File: src/shared/afl_pkg.sv
package afl_pkg;

   // Device clock
   localparam int unsigned CLK_HZ = 100_000_000;

   // Times in their own units, nominal figures
   localparam int unsigned FIELD_PWM_HZ       = 250;
   localparam int unsigned START_DELAY_TIME_MS = 5000;
   localparam int unsigned FIELD_RETRY_TIME_MS = 40;
   localparam int unsigned WARNING_QUALIFY_TIME_MS = 400;
   localparam int unsigned RAMP_UP_TIME_MS    = 5000;
   localparam int unsigned RAMP_DN_NUM        = 3;
   localparam int unsigned RAMP_DN_DEN        = 8;

   // Duty is held in tenths of a percent, 0 to 1000
   localparam int unsigned DUTY_FULL = 1000;
   localparam logic [9:0] DUTY_MAX            = 10'h3e8;
   localparam logic [9:0] PRE_EXCITE_DUTY     = 10'h07d;
   localparam logic [9:0] SELF_START_DUTY     = 10'h03c;
   localparam logic [9:0] FIXED_EXCITE_DUTY   = 10'h028;
   localparam logic [9:0] RAMP_TRIGGER_DELTA  = 10'h043;
   localparam logic [9:0] RAMP_START_STEP     = 10'h035;

   // Rotor frequency thresholds in Hz
   localparam logic [11:0] PREEX_EXIT_HZ = 12'h078;
   localparam logic [11:0] PREEX_HYST_HZ = 12'h014;
   localparam logic [11:0] PREEX_ENTER_HZ = PREEX_EXIT_HZ - PREEX_HYST_HZ;
   localparam logic [11:0] RAMP_LIMIT_HZ = 12'h140;

   // Derived cycle counts
   localparam int unsigned PWM_PERIOD_CYC  = CLK_HZ / FIELD_PWM_HZ;
   localparam int unsigned START_DELAY_CYC = (CLK_HZ / 1000) * START_DELAY_TIME_MS;
   localparam int unsigned RETRY_CYC       = (CLK_HZ / 1000) * FIELD_RETRY_TIME_MS;
   localparam int unsigned ALARM_CYC       = (CLK_HZ / 1000) * WARNING_QUALIFY_TIME_MS;
   localparam int unsigned RAMP_UP_STEP_CYC =
      ((CLK_HZ / 1000) * RAMP_UP_TIME_MS) / DUTY_FULL;
   localparam int unsigned RAMP_DN_STEP_CYC =
      ((CLK_HZ / 1000) * RAMP_UP_TIME_MS / DUTY_FULL) * RAMP_DN_NUM / RAMP_DN_DEN;

   // Register map, byte addresses
   localparam logic [7:0] REG_CTRL   = 8'h00;
   localparam logic [7:0] REG_DEMAND = 8'h04;
   localparam logic [7:0] REG_STATUS = 8'h08;
   localparam logic [7:0] REG_DUTY   = 8'h0c;

   // Control fields and reset value
   localparam int unsigned CTRL_SELF  = 0;
   localparam int unsigned CTRL_FIXED = 1;
   localparam int unsigned CTRL_INT   = 2;
   localparam int unsigned CTRL_RAMP  = 3;
   localparam logic [3:0] CTRL_RESET  = 4'hc;

   // Field operating modes
   typedef enum logic [2:0] {
      MD_PREEX = 3'b000,
      MD_SELF  = 3'b001,
      MD_DELAY = 3'b010,
      MD_FIXED = 3'b011,
      MD_REG   = 3'b100
   } afl_mode_t;

endpackage

File: src/core/afl_qual_timer.sv
`timescale 1ns/10ps
// Runs while run_i is high and flags once limit_i cycles have passed.
module afl_qual_timer (
   input  wire logic        clk_i,
   input  wire logic        rst_i,
   input  wire logic        run_i,
   input  wire logic [31:0] limit_i,
   output logic             done_o
);
   logic [31:0] cnt_r;

   // Restarts from zero whenever run_i drops
   always_ff @(posedge clk_i) begin
      if (rst_i || !run_i) begin
         cnt_r  <= 32'h0;
         done_o <= 1'b0;
      end else if (!done_o) begin
         if (cnt_r >= limit_i - 32'h1) begin
            done_o <= 1'b1;
         end else begin
            cnt_r <= cnt_r + 32'h1;
         end
      end
   end
endmodule

File: src/core/afl_pwm.sv
`timescale 1ns/10ps
// Fixed-frequency field PWM; duty sampled only at the period start.
module afl_pwm
   import afl_pkg::*;
#(
   parameter int unsigned PERIOD = 400000
) (
   input  wire logic       clk_i,
   input  wire logic       rst_i,
   input  wire logic [9:0] duty_i,
   input  wire logic       kill_i,
   output logic            field_o
);
   localparam int unsigned STEP = PERIOD / DUTY_FULL;

   logic [31:0] cnt_r;
   logic [31:0] on_lim_r;

   // Period counter; a mid-period duty change would give a runt pulse
   always_ff @(posedge clk_i) begin
      if (rst_i) begin
         cnt_r    <= 32'h0;
         on_lim_r <= 32'h0;
      end else begin
         cnt_r <= (cnt_r == PERIOD - 1) ? 32'h0 : cnt_r + 32'h1;
         if (cnt_r == 32'h0) begin
            on_lim_r <= 32'(duty_i) * STEP;
         end
      end
   end

   // Kill cuts the drive at once, not at the next boundary
   always_ff @(posedge clk_i) begin
      if (rst_i) begin
         field_o <= 1'b0;
      end else begin
         field_o <= !kill_i && (cnt_r < on_lim_r);
      end
   end
endmodule

File: src/core/afl_field_ctrl.sv
`timescale 1ns/10ps
// What this block does
// - Pre-excitation drives the field at 12.5 percent duty.
// - Self-start drives the field at 6 percent duty.
// - Fixed excitation drives the field at 4 percent duty.
// - Internal mode waits 5 s on leaving pre-excitation before normal regulation starts.
// - Over-current turns the field off; retry after 40 ms, repeatedly.
// - The ramp may engage only below the ramp frequency limit.
// - Ramp engages when demand exceeds previous duty by over 6.7 points.
// - Engaging steps duty up by 5.3 points first, then ramps.
// - Ramp up rises full scale in 5 s.
// - Ramp down falls full scale in three eighths of ramp-up time.
// - Lamp turns on only after a fault persists 400 ms.
// - Missing rotor signal, low voltage or low frequency, is a fault.
// - Rotor peak voltage below its floor is a fault.
// - Field over-current is a fault.
// - Battery above internal or external over-voltage limit is a fault.
// - Battery under-voltage is a fault.
// - The ramp acts on the field duty itself.
// - Ramp frequency limit is 320 Hz for entry and exit.
// - Pre-excitation exits above 120 Hz, re-enters below 100 Hz.
module afl_field_ctrl
   import afl_pkg::*;
#(
   parameter int unsigned PWM_PERIOD  = PWM_PERIOD_CYC,
   parameter int unsigned DELAY_CYC   = START_DELAY_CYC,
   parameter int unsigned RETRY_T_CYC = RETRY_CYC,
   parameter int unsigned ALARM_T_CYC = ALARM_CYC,
   parameter int unsigned UP_STEP     = RAMP_UP_STEP_CYC,
   parameter int unsigned DN_STEP     = RAMP_DN_STEP_CYC
) (
   input  wire logic        clk_i,
   input  wire logic        rst_i,
   input  wire logic        wb_cyc_i,
   input  wire logic        wb_stb_i,
   input  wire logic        wb_we_i,
   input  wire logic [7:0]  wb_adr_i,
   input  wire logic [3:0]  wb_sel_i,
   input  wire logic [31:0] wb_dat_i,
   output logic [31:0]      wb_dat_o,
   output logic             wb_ack_o,
   input  wire logic [11:0] rotor_speed_input_i,
   input  wire logic        rotor_missing_i,
   input  wire logic        rotor_floor_low_i,
   input  wire logic        excite_overcurrent_i,
   input  wire logic        batt_above_sp_i,
   input  wire logic        field_on_det_i,
   input  wire logic        batt_ovp_int_i,
   input  wire logic        batt_ovp_ext_i,
   input  wire logic        batt_uv_i,
   output logic             field_o,
   output logic             lamp_o
);

   // Register address match, shared by read and write paths
   function automatic logic reg_hit(input logic [7:0] adr, input logic [7:0] off);
      reg_hit = (adr[7:2] == off[7:2]);
   endfunction

   logic [3:0]  ctrl_r;
   logic [9:0]  demand_r;
   logic [9:0]  dem_eff;
   afl_mode_t   mode_r;
   afl_mode_t   mode_nxt;
   afl_mode_t   run_mode;
   logic        preex_r;
   logic        delay_done;
   logic        ovc_off_r;
   logic        retry_done;
   logic        alarm_done;
   logic [5:0]  fault_vec;
   logic        fault_any;
   logic        lrc_ok;
   logic        ramp_r;
   logic [31:0] tick_r;
   logic [31:0] tick_lim;
   logic [9:0]  cur_r;
   logic [9:0]  mode_duty;
   logic [9:0]  pwm_duty;
   logic        wb_req;

   assign wb_req = wb_cyc_i && wb_stb_i && !wb_ack_o;

   // Demand above full scale is treated as full scale
   assign dem_eff = (demand_r > DUTY_MAX) ? DUTY_MAX : demand_r;

   // Register writes land at the edge where the master sees ack; byte lanes honoured
   always_ff @(posedge clk_i) begin
      if (rst_i) begin
         ctrl_r   <= CTRL_RESET;
         demand_r <= 10'h000;
      end else if (wb_cyc_i && wb_stb_i && wb_we_i && wb_ack_o) begin
         if (reg_hit(wb_adr_i, REG_CTRL) && wb_sel_i[0]) begin
            ctrl_r <= wb_dat_i[3:0];
         end
         if (reg_hit(wb_adr_i, REG_DEMAND) && wb_sel_i[0]) begin
            demand_r[7:0] <= wb_dat_i[7:0];
         end
         if (reg_hit(wb_adr_i, REG_DEMAND) && wb_sel_i[1]) begin
            demand_r[9:8] <= wb_dat_i[9:8];
         end
      end
   end

   // Bus answer one cycle after the request; unmapped reads give zero
   always_ff @(posedge clk_i) begin
      if (rst_i) begin
         wb_ack_o <= 1'b0;
         wb_dat_o <= 32'h0;
      end else begin
         wb_ack_o <= wb_req;
         wb_dat_o <= 32'h0;
         if (wb_req && !wb_we_i) begin
            if (reg_hit(wb_adr_i, REG_CTRL)) begin
               wb_dat_o <= {28'h0, ctrl_r};
            end else if (reg_hit(wb_adr_i, REG_DEMAND)) begin
               wb_dat_o <= {22'h0, demand_r};
            end else if (reg_hit(wb_adr_i, REG_STATUS)) begin
               wb_dat_o <= {18'h0, fault_vec, 1'b0, fault_any, lamp_o,
                            ovc_off_r, ramp_r, mode_r};
            end else if (reg_hit(wb_adr_i, REG_DUTY)) begin
               wb_dat_o <= {22'h0, pwm_duty};
            end
         end
      end
   end

   // Pre-excitation with hysteresis so the mode does not chatter
   always_ff @(posedge clk_i) begin
      if (rst_i) begin
         preex_r <= 1'b1;
      end else if (rotor_speed_input_i > PREEX_EXIT_HZ) begin
         preex_r <= 1'b0;
      end else if (rotor_speed_input_i < PREEX_ENTER_HZ) begin
         preex_r <= 1'b1;
      end
   end

   // Running mode once the rotor turns
   always_comb begin
      if (ctrl_r[CTRL_SELF]) begin
         run_mode = MD_SELF;
      end else if (ctrl_r[CTRL_FIXED]) begin
         run_mode = MD_FIXED;
      end else begin
         run_mode = MD_REG;
      end
   end

   // Mode sequencing; start delay only on internal regulation
   always_comb begin
      mode_nxt = mode_r;
      case (mode_r)
         MD_PREEX: begin
            if (!preex_r) begin
               if (run_mode == MD_REG && ctrl_r[CTRL_INT]) begin
                  mode_nxt = MD_DELAY;
               end else begin
                  mode_nxt = run_mode;
               end
            end
         end
         MD_DELAY: begin
            if (preex_r) begin
               mode_nxt = MD_PREEX;
            end else if (delay_done || run_mode != MD_REG) begin
               mode_nxt = run_mode;
            end
         end
         MD_SELF, MD_FIXED, MD_REG: begin
            mode_nxt = preex_r ? MD_PREEX : run_mode;
         end
         default: begin
            mode_nxt = MD_PREEX;
         end
      endcase
   end

   always_ff @(posedge clk_i) begin
      if (rst_i) begin
         mode_r <= MD_PREEX;
      end else begin
         mode_r <= mode_nxt;
      end
   end

   afl_qual_timer u_delay (
      .clk_i   (clk_i),
      .rst_i   (rst_i),
      .run_i   (mode_r == MD_DELAY),
      .limit_i (DELAY_CYC),
      .done_o  (delay_done)
   );

   // Fixed duties per mode, regulation takes the ramp duty; the delay holds pre-excitation duty
   always_comb begin
      case (mode_r)
         MD_PREEX: mode_duty = PRE_EXCITE_DUTY;
         MD_DELAY: mode_duty = PRE_EXCITE_DUTY;
         MD_SELF:  mode_duty = SELF_START_DUTY;
         MD_FIXED: mode_duty = FIXED_EXCITE_DUTY;
         default:  mode_duty = cur_r;
      endcase
   end

   assign lrc_ok   = ctrl_r[CTRL_RAMP] && (rotor_speed_input_i < RAMP_LIMIT_HZ);
   assign tick_lim = (dem_eff > cur_r) ? UP_STEP : DN_STEP;

   // Load ramp limiter acting on the regulated duty
   always_ff @(posedge clk_i) begin
      if (rst_i) begin
         cur_r  <= 10'h000;
         ramp_r <= 1'b0;
         tick_r <= 32'h0;
      end else if (mode_r != MD_REG) begin
         cur_r  <= mode_duty;
         ramp_r <= 1'b0;
         tick_r <= 32'h0;
      end else if (!lrc_ok) begin
         cur_r  <= dem_eff;
         ramp_r <= 1'b0;
         tick_r <= 32'h0;
      end else if (!ramp_r) begin
         tick_r <= 32'h0;
         if ({1'b0, dem_eff} > {1'b0, cur_r} + {1'b0, RAMP_TRIGGER_DELTA}) begin
            cur_r  <= cur_r + RAMP_START_STEP;
            ramp_r <= 1'b1;
         end else begin
            cur_r <= dem_eff;
         end
      end else if (dem_eff == cur_r) begin
         ramp_r <= 1'b0;
         tick_r <= 32'h0;
      end else if (tick_r >= tick_lim - 32'h1) begin
         tick_r <= 32'h0;
         cur_r  <= (dem_eff > cur_r) ? cur_r + 10'h001 : cur_r - 10'h001;
      end else begin
         tick_r <= tick_r + 32'h1;
      end
   end

   // Over-current latch; the retry timer releases it
   always_ff @(posedge clk_i) begin
      if (rst_i) begin
         ovc_off_r <= 1'b0;
      end else if (!ovc_off_r && excite_overcurrent_i) begin
         ovc_off_r <= 1'b1;
      end else if (ovc_off_r && retry_done) begin
         ovc_off_r <= 1'b0;
      end
   end

   afl_qual_timer u_retry (
      .clk_i   (clk_i),
      .rst_i   (rst_i),
      .run_i   (ovc_off_r),
      .limit_i (RETRY_T_CYC),
      .done_o  (retry_done)
   );

   assign pwm_duty = ovc_off_r ? 10'h000 : mode_duty;

   afl_pwm #(
      .PERIOD (PWM_PERIOD)
   ) u_pwm (
      .clk_i   (clk_i),
      .rst_i   (rst_i),
      .duty_i  (pwm_duty),
      .kill_i  (ovc_off_r),
      .field_o (field_o)
   );

   // Fault conditions that qualify the warning lamp
   assign fault_vec[0] = rotor_missing_i || (rotor_speed_input_i < PREEX_ENTER_HZ);
   assign fault_vec[1] = rotor_floor_low_i;
   // The trip latch counts too: once cut, a shorted winding draws no current
   assign fault_vec[2] = excite_overcurrent_i || ovc_off_r;
   assign fault_vec[3] = batt_ovp_int_i || batt_ovp_ext_i;
   assign fault_vec[4] = batt_uv_i;
   assign fault_vec[5] = field_on_det_i && batt_above_sp_i;
   assign fault_any    = |fault_vec;

   afl_qual_timer u_alarm (
      .clk_i   (clk_i),
      .rst_i   (rst_i),
      .run_i   (fault_any),
      .limit_i (ALARM_T_CYC),
      .done_o  (alarm_done)
   );

   // Lamp drops in the cycle after all faults clear
   always_ff @(posedge clk_i) begin
      if (rst_i) begin
         lamp_o <= 1'b0;
      end else begin
         lamp_o <= alarm_done && fault_any;
      end
   end
endmodule

File: config.mk
export PLATFORM = sky130hd
export DESIGN_NAME = afl_field_ctrl
export DESIGN_NICKNAME = d
export VERILOG_FILES = /design/src/shared/afl_pkg.sv /design/src/core/afl_qual_timer.sv /design/src/core/afl_pwm.sv /design/src/core/afl_field_ctrl.sv
export SDC_FILE = /design/constraint.sdc
export NUM_CORES = 1
export LEC_CHECK = 0
export ABC_AREA = 1
export BUFFER_PORTS_ARGS = -buffer_cell sky130_fd_sc_hd__buf_2
export CORE_AREA = 2 2 165 167
export CTS_CLUSTER_DIAMETER = 150
export DETAILED_ROUTE_END_ITERATION = 6
export DIE_AREA = 0 0 167 169
export MAX_ROUTING_LAYER = met4
export PLACE_DENSITY = 0.84
export SYNTH_ARGS = -nofsm -noshare
export SYNTH_HDL_FRONTEND = slang
export SYNTH_SLANG_ARGS = --single-unit
File: constraint.sdc
create_clock -name clk_i -period 8.72 [get_ports clk_i]
set_input_delay 1.308 -clock clk_i [delete_from_list [all_inputs] [get_ports clk_i]]
set_output_delay 1.308 -clock clk_i [all_outputs]
set_load 0.01 [all_outputs]
==> results.md, run 1 <==
* Status: completed
* Setup CP Type: flop to flop
* Crit Path Max Fanout at 20
* PD cells at 162 nW/um^2
* Post-Synth Simple-Gate Area at 30.8%
* Min-Delay Endpoint: u_retry.cnt_r[30]$_SDFFE_PP0P_
* Fillers at 2416
* Total power draw at 2.55 mW
* Post-Synth Adder-Cell Area at 9.01%
* Final min period at 4.84 ns
* Delay-heaviest family, CP: simple AND/OR/NAND/NOR gates
* Initial Util at 54.3%
* Die Ht at 169 um
* CP max stage cell: nand2_1
* Final Instance Area at 15800 sq um
* Area grow syn2layout at 9.58%
* Boundary pin count at 104
* Ys Warns at 0
* Die Wd at 167 um
* Hold path startpoint: u_retry.cnt_r[30]$_SDFFE_PP0P_
* Share of post-route cells with drive strength above 1 at 9.69%
* Placed Area at 14800 sq um
* Met3 Use GR at 2.67%
* Via count at 13.4k
* Worst reg2reg path startpoint: demand_r[2]$_SDFFE_PP0P_
* Cell mode on critical path: nand2_1
* Fin. Hold Viols at 0
* Slew at the pin closest to its max-slew limit at 1.16 ns
* Post-CTS sizing at 0
* VDD IR max at 0.182 mV
* Final setup violation count at 0
* Most Crowded Layer GR: met2
* Setup_tns at 0 ns
* Synthesized area at 14400 sq um
* Skew final at 0.0110 ns
* Drt first pass iters at 5
* Critical path required time at 9.14 ns
* WHS Path Cells at 2
* Met2 Use GR at 42.2%
* 1st-iter DRT viols at 1051
* Largest family of logic cells by synthesized area: simple AND/OR/NAND/NOR gates
* Vias in the first global route at 12.7k
* Post-Route WL at 34.8 mm
* N_diodes at 0
* Hold Slack at 0.425 ns
* Pins Over Slew Limit at 0
* CTS tree: yes
* Clk buf depth at 3
* Critical path startpoint category: flop
* FF+latch count, synth at 225
* Hpwl dp at 25.6 mm
* H-tree depth at 1
* Root Driver: clkbuf_16
* Crit-path cells: o31ai_1 > nand2_1 > nand2_1 > inv_1 > nor2_1 > inv_1 > ha_1 > nand2_1 > nor2_1 > nand3_1 > nor3_2 > inv_1 > nand2_1 > inv_1 > ha_1 > a21oi_1 > nand2_1 > a21oi_1 > nand2_1 > nand2_1 > nand3_1 > nor3_1
* Relative slew slack at 21.7%
* Area of the core at 26500 sq um
* Synth top area cells: dfxtp_1 (31%), nand2_1 (9.7%), ha_1 (8.2%)
* Reg clk slew, reported paths at 0.06 ns
* R2R setup slack at 3.88 ns
* Sequential share of the synthesized area at 31.3%
* Hold Crit Class: flop to flop
* RSZ-0062 raised after global routing: no
* WL/cell at 14.4 um
* Fraction of registers with async set/reset at 0%
* R2R depth at 22
* Fin crit share at 55.5%
* Pin count of the biggest net entering global routing at 34
* Final nets at 2226
* Remaining DRCs at 0
* Max-cap violation count at 0
* GRT Residual Overflow at 0
* Routability Congestion at 0.968
* Num Clock Sinks at 225
* Cts hold-fix bufs at 0
* Proportion of synthesized area in mux cells at 0.0783%
* Crit path largest cell delay at 0.54 ns
* Final ANT Viol Nets at 0
* First-pass GRT wire length at 58.8 mm
* Synth Area in XOR/XNOR at 6.64%
* Cell leakage power at 6.42 nW
* Post-CTS Repair Setup Buffers at 0
* CP endpoint kind: flop
* Worst-skew pair later-pin latency at 0.53 ns
* Clock buffers created by TritonCTS at 25
* Gr usage total at 24.9%
* Share of the synthesized area in the top cell type at 31.3%
* Yosys cell types at 65
* Layout Utilization at 59.5%
* F_max at 207 MHz
* Antenna violations before repair at 0
* Post-synth EDFFs at 0
* Cells after synthesis at 2020
* Synth Area in Compound Gates at 11.9%
* DIE AREA at 28200 sq um
* Num rows at 60
* Number of vias per cell at 5.53
* Yosys top cell by area: dfxtp_1
* Global Route met1 Usage at 31.5%
* Mean post-synth cell area at 7.12 sq um
* WP buf/inv at 4
* Arr. time, crit path at 5.26 ns
* Reg2reg end: tick_r[6]$_SDFF_PP0_
* PortBufs at 59
* Synth Flop Type: dfxtp_1
registers in the layout, indices dropped and copies added, names as in the netlist, 3 cells and up:
| register | flops |
|---|---|
| mode_r | 3 |
| u_retry.cnt_r | 32 |
| u_pwm.cnt_r | 32 |
| u_pwm.on_lim_r | 15 |
| demand_r | 10 |
| tick_r | 32 |
| u_delay.cnt_r | 32 |
| cur_r | 10 |
| u_alarm.cnt_r | 32 |
| wb_dat_o | 14 |
| ctrl_r | 4 |
cell usage in the layout (no fill, tap or decap), types with 9 or more instances in the layout:
cell type,count
nand2_2,9
nor4_1,40
nor2_4,11
ha_1,94
dfxtp_1,225
a21oi_1,171
inv_2,23
nor2_2,12
conb_1,30
nand4_1,91
nor3b_1,9
o21ai_1,13
nor3_1,56
xnor2_1,30
inv_1,244
buf_2,59
o21ai_0,70
nand3_1,84
xor2_1,79
nand2_1,373
nor2_1,193
clkbuf_16,25
kinds of logic after synthesis:
| family | count (synthesis) |
|---|---|
| AOI/OAI and AO/OA | 306 |
| xor gates and xnor gates | 109 |
| adders and majority gates | 100 |
| buffers and inverters | 354 |
| DFF | 225 |
| muxes | 1 |
| other | 1 |
| and+or+nand+nor | 924 |
report_power, final:
part | switching [mW] | internal (mW)
Combinational | 0.175 | 0.100
Sequential | 0.0219 | 1.05
Clock | 0.434 | 0.765
Total | 0.631 | 1.92
worst reg2reg max path, stage by stage, from the launching register on:
cell	delay (ns)
dfxtp_1	0.35
o31ai_1	0.25
nand2_1	0.07
nand2_1	0.09
inv_1	0.06
nor2_1	0.23
inv_1	0.12
ha_1	0.31
nand2_1	0.06
nor2_1	0.10
nand3_1	0.12
nor3_2	0.23
inv_1	0.12
nand2_1	0.54
inv_1	0.28
ha_1	0.39
a21oi_1	0.16
nand2_1	0.06
a21oi_1	0.14
nand2_1	0.08
nand2_1	0.08
nand3_1	0.53
nor3_1	0.36
cell type report:
cell class	count	area [sq um]	area share [%]
Clock inverter	13	245	1.56
Inverter	270	1020	6.45
Sequential cell	225	4500	28.6
Timing Repair Buffer	65	340	2.16
Multi-Input combinational cell	1470	8540	54.2
Clock buffer	32	692	4.39
Tap cell	341	427	2.71
Yosys cell counts, drive strengths merged, types with 49 or more instances:
cell and instances:
a21oi 172, o21ai 84, dfxtp 225, nor3 65
nand4 92, nand2 383, ha 94, nand3 90
xor2 79, nor2 216, inv 268, buf 49
routing by layer:
| layer | wire [um] | up-vias |
|---|---|---|
| met5 | 0 | - |
| met3 | 1930 | 76 |
| met2 | 16600 | 385 |
| met1 | 15400 | 6153 |
| met4 | 903 | 0 |
| li1 | - | 6753 |
worst max path at each step:
stage | start | end | slack [ns] | cells after the start
6_report | demand_r[2]$_SDFFE_PP0P_ | tick_r[6]$_SDFF_PP0_ | 3.88 | 22
5_1_grt | demand_r[2]$_SDFFE_PP0P_ | tick_r[12]$_SDFF_PP0_ | 3.33 | 22
3_5_place_dp | demand_r[2]$_SDFFE_PP0P_ | tick_r[12]$_SDFF_PP0_ | 3.87 | 22
2_1_floorplan | demand_r[2]$_SDFFE_PP0P_ | cur_r[7]$_SDFFE_PP0P_ | 4.98 | 29
4_1_cts | demand_r[2]$_SDFFE_PP0P_ | tick_r[6]$_SDFF_PP0_ | 3.85 | 22
3_3_place_gp | demand_r[2]$_SDFFE_PP0P_ | tick_r[3]$_SDFF_PP0_ | 4.05 | 22
metrics by stage:
step | worst slack (ns) | std cells
after floorplan | 4.98 | 2049
after global placement | 4.05 | 2371
after detailed placement | 3.87 | 2371
after CTS | 3.85 | 2416
after global routing | 3.33 | 2416
final | 3.88 | 2416
Note: power is estimated with default switching activity, not from simulation.
==> inputs of run 2 (changes only) <==
==> constraint.sdc (replaced) <==
create_clock -name clk_i -period 4.52 [get_ports clk_i]
set_input_delay 0.678 -clock clk_i [delete_from_list [all_inputs] [get_ports clk_i]]
set_output_delay 0.678 -clock clk_i [all_outputs]
set_load 0.01 [all_outputs]
==> run 2 against run 1 <==
Via count rose by 1.7%. Setup slack got worse by 3.5 ns. Total power rose by 91%. Largest power group unchanged. Design area rose by 1.0%. Clock skew rose by 0.011 ns. Die area did not move. First-iteration DRC count rose by 5.2%. Critical path depth fell by 1. Critical endpoint is now u_pwm.on_lim_r[18]$_SDFFE_PP0N_.
==> results.md, run 2 (synthesized netlist as in run 1, its figures left out) <==
* Hold Crit Class: input pin to flop
* Number of vias per cell at 5.58 (+0.81%)
* Share of post-route cells with drive strength above 1 at 10.7% (+1.0 points)
* Routability Congestion at 0.972 (+0.42%)
* Root Driver: clkbuf_16
* Post-CTS Repair Setup Buffers at 0 (unchanged)
* Final nets at 2245 (+0.85%)
* Antenna violations before repair at 2 (+2)
* Critical path startpoint category: flop
* GRT Residual Overflow at 0 (unchanged)
* Final setup violation count at 0 (unchanged)
* Final ANT Viol Nets at 0 (unchanged)
* Reg2reg end: u_pwm.on_lim_r[18]$_SDFFE_PP0N_
* Pins Over Slew Limit at 0 (unchanged)
* DIE AREA at 28200 sq um (unchanged)
* Die Wd at 167 um (unchanged)
* Area grow syn2layout at 10.7%
* Slew at the pin closest to its max-slew limit at 1.26 ns (+0.0985 ns)
* Remaining DRCs at 0 (unchanged)
* Initial Util at 54.3% (unchanged)
* Crit Path Max Fanout at 10 (-50%)
* PD cells at 306 nW/um^2 (+89%)
* Setup_tns at 0 ns (unchanged)
* Final Non-Filler Cells at 2438 (+0.91%)
* Delay-heaviest family, CP: adder cells
* Hpwl dp at 26.1 mm (+2.0%)
* Arr. time, crit path at 4.61 ns (-0.65 ns)
* Worst-skew pair later-pin latency at 0.53 ns (about the same)
* Min-Delay Endpoint: wb_dat_o[12]$_SDFF_PP0_
* Status: completed
* Sw Share at 24.7% (-0.068 points)
* CP max stage cell: fa_1
* First-pass GRT wire length at 59.6 mm (+1.3%)
* RSZ-0062 raised after global routing: no
* Max-cap violation count at 0 (unchanged)
* Relative slew slack at 15.8% (-5.9 points)
* Fillers at 2386 (-1.2%)
* Cts hold-fix bufs at 0 (unchanged)
* H-tree depth at 1 (unchanged)
* Drt first pass iters at 5 (unchanged)
* Crit path largest cell delay at 0.54 ns (about the same)
* WP buf/inv at 4 (unchanged)
* Sw Pwr at 1.20 mW (+90%)
* Fin crit share at 92.3% (+37 points)
* Crit-path cells: nor3_1 > a21oi_1 > nand2_1 > inv_1 > ha_1 > ha_1 > inv_1 > fa_1 > inv_1 > ha_1 > a21oi_1 > o21ai_0 > nand2_1 > nand2_1 > a21oi_1 > o21ai_0 > a21oi_1 > o21bai_1 > nor2_1 > o21ai_1 > inv_1
* Hold Slack at 0.370 ns (-0.0556 ns)
* Die Ht at 169 um (unchanged)
* Pin count of the biggest net entering global routing at 34 (unchanged)
* F_max at 240 MHz (+16%)
* Dpl cells at 2389 (+0.76%)
* Gr usage total at 25.4% (+0.46 points)
* VDD IR max at 0.269 mV (+48%)
* Combinational share of power at 11.3% (+0.5 points)
* Clock buffers created by TritonCTS at 26 (+4.0%)
* CTS tree: yes
* WL/cell at 14.4 um (-0.34%)
* Worst reg2reg path startpoint: mode_r[2]$_SDFFE_PP0P_
* P_int at 3.66 mW (+91%)
* Fin. Hold Viols at 0 (unchanged)
* R2R setup slack at 0.35 ns (-3.54 ns)
* Commonest non-fill, non-tap cells in the layout: nand2_1 (372), inv_1 (243), dfxtp_1 (225), nor2_1 (192), a21oi_1 (170)
* Clk buf depth at 3 (unchanged)
* Num Clock Sinks at 225 (unchanged)
* PortBufs at 59 (unchanged)
* Final min period at 4.17 ns (-0.662 ns)
* Num rows at 60 (unchanged)
* Area of the core at 26500 sq um (unchanged)
* Via count at 13.6k (+1.7%)
* Vias in the first global route at 12.9k (+1.1%)
* CP endpoint kind: flop
* Post-Route WL at 35.0 mm (+0.57%)
* Clk network pwr share at 46.3% (-0.8 points)
* Most common cell after layout, fill and taps aside: nand2_1
* Boundary pin count at 104 (unchanged)
* Setup CP Type: flop to flop
* Cell leakage power at 6.51 nW (+1.4%)
* Critical path required time at 4.95 ns (-4.19 ns)
* 1st-iter DRT viols at 1106 (+5.2%)
* Skew final at 0.0221 ns (+0.0111 ns)
* Hold path startpoint: batt_uv_i
* Flop pwr share at 42.4% (+0.3 points)
* Reg clk slew, reported paths at 0.06 ns (about the same)
* WHS Path Cells at 3 (+1)
* R2R depth at 21 (-4.5%)
[run 2: cell types whose count changed in the layout (fill, tap and decap cells not counted), moves of 2 or more]
cell | previous run | this run
clkbuf_1 | 3 | 5
clkbuf_8 | 4 | 7
buf_4 | 6 | 24
clkbuf_16 | 25 | 27
clkinv_2 | 4 | 2
bufinv_16 | 7 | 4
diode_2 | 0 | 2
[run 2: area by class of cell]
class	count	area, sq um	share of cell area (%)
multi-input cells	1470	8560	53.7
flip-flops and latches	225	4500	28.3
inverters	270	1020	6.38
clock buffers	39	791	4.97
repair buffers	83	475	2.99
well taps	341	427	2.68
clock inverters	8	146	0.919
diodes	2	5.00	0.0314
[run 2: worst max-delay path by stage]
stage                             startpoint                               to  slack, ns  depth (start not counted)
floorplan           demand_r[2]$_SDFFE_PP0P_            cur_r[7]$_SDFFE_PP0P_       0.78                         29
global placement    demand_r[2]$_SDFFE_PP0P_            cur_r[1]$_SDFFE_PP0P_       0.36                         24
detailed placement  demand_r[2]$_SDFFE_PP0P_            cur_r[9]$_SDFFE_PP0P_       0.26                         24
CTS                 demand_r[2]$_SDFFE_PP0P_            cur_r[8]$_SDFFE_PP0P_       0.24                         24
global route          mode_r[2]$_SDFFE_PP0P_  u_pwm.on_lim_r[18]$_SDFFE_PP0N_      0.009                         21
finish                mode_r[2]$_SDFFE_PP0P_  u_pwm.on_lim_r[18]$_SDFFE_PP0N_       0.35                         21
[run 2: stage by stage]
step / instance area (sq um) / total power, mW / util, % / setup WS [ns]
floorplan: 14500 / 2.51 / - / 0.777
global placement: 15000 / 2.62 / 56.4 / 0.364
detailed placement: 15000 / 2.65 / 56.4 / 0.261
CTS: 15900 / 4.90 / 60.0 / 0.237
global route: 15900 / 5.06 / 60.1 / 0.00874
finish: 15900 / 4.87 / 60.1 / 0.346
[run 2: worst register-to-register path, delay by kind of cell (launching register included)]
| family | cells | cell delay [ns] |
|---|---|---|
| fa+ha+maj | 4 | 1.46 |
| compound gates | 8 | 1.23 |
| simple gates | 5 | 0.73 |
| flops | 1 | 0.42 |
| buf+inv | 4 | 0.22 |
[run 2: metal layers]
metal / share of wire [%] / up-vias / global-route usage, %
li1: - / 6793 / -
met1: 43 / 6278 / 31.8
met2: 47 / 423 / 41.2
met3: 6.4 / 104 / 3.93
met4: 3.8 / 0 / 10.2
met5: 0 / - / -
[run 2: power groups by stage]
stage	Clock [mW]	Combinational (mW)	Sequential, mW
6_report	2.25	0.552	2.06
5_1_grt	2.37	0.628	2.07
4_1_cts	2.29	0.546	2.06
3_5_place_dp	0	0.540	2.10
3_3_place_gp	0	0.522	2.10
2_1_floorplan	0	0.416	2.09
[run 2: timing repair]
action,in CTS,in global routing
hold endpoints to repair,0,0
setup endpoints to repair,0,9
resized for setup,0,6
==> inputs of run 3 (changes only) <==
--- a/config.mk
+++ b/config.mk
@@ -5,12 +5,11 @@
 export SDC_FILE = /design/constraint.sdc
 export NUM_CORES = 1
 export LEC_CHECK = 0
-export ABC_AREA = 1
 export BUFFER_PORTS_ARGS = -buffer_cell sky130_fd_sc_hd__buf_2
-export CORE_AREA = 2 2 165 167
+export CORE_AREA = 2 2 154 156
 export CTS_CLUSTER_DIAMETER = 150
 export DETAILED_ROUTE_END_ITERATION = 6
-export DIE_AREA = 0 0 167 169
+export DIE_AREA = 0 0 156 158
 export MAX_ROUTING_LAYER = met4
 export PLACE_DENSITY = 0.84
 export SYNTH_ARGS = -nofsm -noshare
==> constraint.sdc (replaced) <==
create_clock -name clk_i -period 4.52 [get_ports clk_i]
set_input_delay 0.678 -clock clk_i [delete_from_list [all_inputs] [get_ports clk_i]]
set_output_delay 0.678 -clock clk_i [all_outputs]
set_load 0.1 [all_outputs]
==> run 3 against run 2 <==
Clock power shrank 7%. Largest power group unchanged. Global-route usage down 2.2 points. Synthesized area decreased by 14%. Largest cell class unchanged. Flip-flop and latch count stayed put. Synthesized cell count decreased by 29%. Fmax down 8.9%. Routed wire length shrank 19%. Setup slack lost 0.41 ns. Total power down 2.6%. Core utilization rose by 1.5 points. The flow now finishes with violations (negative setup slack). Register-to-register slack worse by 0.41 ns.
==> results.md, run 3 <==
* Antenna violations before repair at 4 (+2)
* Failing checks: negative setup slack
* Post-Route WL at 28.4 mm (-19%)
* Final min period at 4.58 ns (+0.410 ns)
* Critical path startpoint category: flop
* Layout Utilization at 61.6% (+1.5 points)
* Gr usage total at 23.2% (-2.2 points)
* Crit Path Max Fanout at 16 (+6)
* Share of the synthesized area in the top cell type at 36.3% (+5.0 points)
* Final ANT Viol Nets at 0 (unchanged)
* H-tree depth at 1 (unchanged)
* Clk buf depth at 3 (unchanged)
* Arr. time, crit path at 5.00 ns (+0.39 ns)
* Cts hold-fix bufs at 0 (unchanged)
* Area grow syn2layout at 14.3%
* Share of post-route cells with drive strength above 1 at 13.0% (+2.3 points)
* 1st-iter DRT viols at 635 (-43%)
* Remaining DRCs at 0 (unchanged)
* Initial Util at 53.9% (-0.42 points)
* Post-synth EDFFs at 0 (unchanged)
* Slew at the pin closest to its max-slew limit at 1.20 ns (-0.0593 ns)
* Num rows at 56 (-6.7%)
* Crit-path cells: o31a_1 > o21ai_2 > buf_4 > nand2_1 > inv_1 > ha_2 > a21oi_4 > a2111oi_0 > nor2b_2 > a21o_2 > buf_4 > ha_1 > nand4_1 > or2_0 > a311oi_1 > o21ai_1 > buf_4 > a2111oi_4 > buf_4 > or2b_1 > nor3_1 > a211o_1
* Max-cap violation count at 0 (unchanged)
* Root Driver: clkbuf_16
* Routability Congestion at 1.03 (+6.4%)
* F_max at 218 MHz (-8.9%)
* VDD IR max at 0.325 mV (+21%)
* Boundary pin count at 104 (unchanged)
* Cell mode on critical path: buf_4
* Cell leakage power at 5.69 nW (-13%)
* FF+latch count, synth at 225 (unchanged)
* Total power draw at 4.74 mW (-2.6%)
* Commonest non-fill, non-tap cells in the layout: nor2_1 (237), dfxtp_1 (219), ha_1 (90), inv_1 (82)
* RSZ-0062 raised after global routing: yes
* CP endpoint kind: flop
* Sequential share of the synthesized area at 36.3% (+5.0 points)
* Ys Warns at 0 (unchanged)
* First-pass GRT wire length at 46.3 mm (-22%)
* Final Instance Area at 14200 sq um (-11%)
* Drt first pass iters at 5 (unchanged)
* Setup_tns at -0.198 ns (-0.198 ns)
* Placed Area at 13100 sq um (-12%)
* Status: complete, but fails checks
* Synthesized area at 12400 sq um (-14%)
* Most instantiated cells after synthesis: nor2_1 (240), dfxtp_1 (225), ha_1 (94), inv_1 (83), nand2_1 (80)
* Hpwl dp at 20.5 mm (-21%)
* Most frequent cell after synthesis: nor2_1
* Critical path required time at 4.94 ns (about the same)
* Pin count of the biggest net entering global routing at 41 (+21%)
* Number of vias per cell at 5.61 (+0.57%)
* Most common cell after layout, fill and taps aside: nor2_1
* Yosys top cell by area: dfxtp_1
* WP buf/inv at 5 (+1)
* Vias in the first global route at 9939 (-23%)
* Final WS setup at -0.0631 ns (-0.410 ns)
* Die Wd at 156 um (-6.6%)
* Via count at 10.4k (-24%)
* Yosys cell types at 89 (+37%)
* DIE AREA at 24600 sq um (-13%)
* WL/cell at 15.3 um (+6.8%)
* CP max stage cell: a2111oi_0
* Skew final at 0.0169 ns (-0.00517 ns)
* Relative slew slack at 19.8% (+4.0 points)
* Crit path largest cell delay at 0.48 ns (-0.06 ns)
* GRT Residual Overflow at 0 (unchanged)
* Fin crit share at 101% (+9.1 points)
* Pins Over Slew Limit at 0 (unchanged)
* Final nets at 1707 (-24%)
* Area of the core at 23100 sq um (-13%)
* Hold Crit Class: input pin to flop
* Worst slack, placed at -0.0391 ns (-0.300 ns)
* Num Clock Sinks at 225 (unchanged)
* Delay-heaviest family, CP: compound AO/OA/AOI/OAI gates
* Mean post-synth cell area at 8.63 sq um (+21%)
* Fin. Hold Viols at 0 (unchanged)
* CTS tree: yes
* Synth top area cells: dfxtp_1 (36%), ha_1 (9.5%), nor2_1 (7.3%)
* Cells after synthesis at 1438 (-29%)
* PortBufs at 59 (unchanged)
* WHS Path Cells at 3 (unchanged)
* R2R depth at 22 (+4.8%)
* Reg clk slew, reported paths at 0.06 ns (about the same)
* CP Depth at 22 (+4.8%)
* Setup CP Type: flop to flop
* Clock buffers created by TritonCTS at 25 (-3.8%)
* Die Ht at 158 um (-6.5%)
* Final setup violation count at 6 (+6)
* PD cells at 334 nW/um^2 (+9.3%)
* Worst-skew pair later-pin latency at 0.53 ns (about the same)
* Synth Flop Type: dfxtp_1
* Fraction of registers with async set/reset at 0% (unchanged)
[run 3: changes by cell type after synthesis, moves of 38 or more]
cell and delta:
nand2_1 -293, inv_1 -161, a21oi_1 -120, nand4_1 -56, xnor2_1 +49, nor2_1 +47
o21ai_0 -38
[run 3: path summary, 6_finish.rpt]
path	startpoint	to	slack (ns)
hold / removal	batt_uv_i	wb_dat_o[12]$_SDFF_PP0_	0.37
setup reg to reg	demand_r[2]$_SDFFE_PP0P_	cur_r[9]$_SDFFE_PP0P_	-0.06
hold reg to reg	u_delay.cnt_r[30]$_SDFFE_PP0P_	u_delay.cnt_r[30]$_SDFFE_PP0P_	0.42
setup / recovery	demand_r[2]$_SDFFE_PP0P_	cur_r[9]$_SDFFE_PP0P_	-0.06
[run 3: logic make-up after synthesis]
logic type | count (synthesis) | share of synthesized area (%)
compound gates | 179 | 10.2
buf+inv | 151 | 5.51
flops | 225 | 36.3
other cells | 1 | 0.0302
fa+ha+maj | 100 | 10.4
mux | 37 | 3.46
simple gates | 599 | 23.8
xor+xnor | 146 | 10.4
[run 3: tightest hold or removal path: stages]
cell and delay [ns]:
buf_2 0.10, inv_1 0.04, nor2_1 0.04
[run 3: layout make-up]
type	instances	area (sq um)
fill	1857	8860
multi-input combinational	1091	7460
sequential	225	4510
clock buffer	39	728
timing repair buffer	108	667
tap	290	363
inverter	87	330
clock inverter	6	128
antenna	4	10.0
[run 3: repair_timing]
item | in CTS | in global routing
setup buffers | 2 | 6
gates resized for setup | 7 | 28
pin swaps | 3 | 16
endpoints found under the setup margin | 8 | 32
[run 3: metal layers]
metal | vias up | global-route usage [%] | part of all wire, %
met5 | - | - | 0
met4 | 0 | 7.78 | 2.7
met3 | 68 | 4.41 | 5.5
met2 | 267 | 39.9 | 49
met1 | 4904 | 27.3 | 42
li1 | 5138 | - | -
[run 3: power breakdown]
| part | switching, mW | internal, mW |
|---|---|---|
| registers | 0.0275 | 2.03 |
| logic | 0.377 | 0.224 |
| clock network | 0.802 | 1.28 |
[run 3: metrics by stage]
step,hold slack [ns],cells
CTS,0.357,1840
detailed placement,0.415,1793
floorplan,0.403,1467
global placement,0.410,1793
finish,0.373,1850
global route,0.366,1850
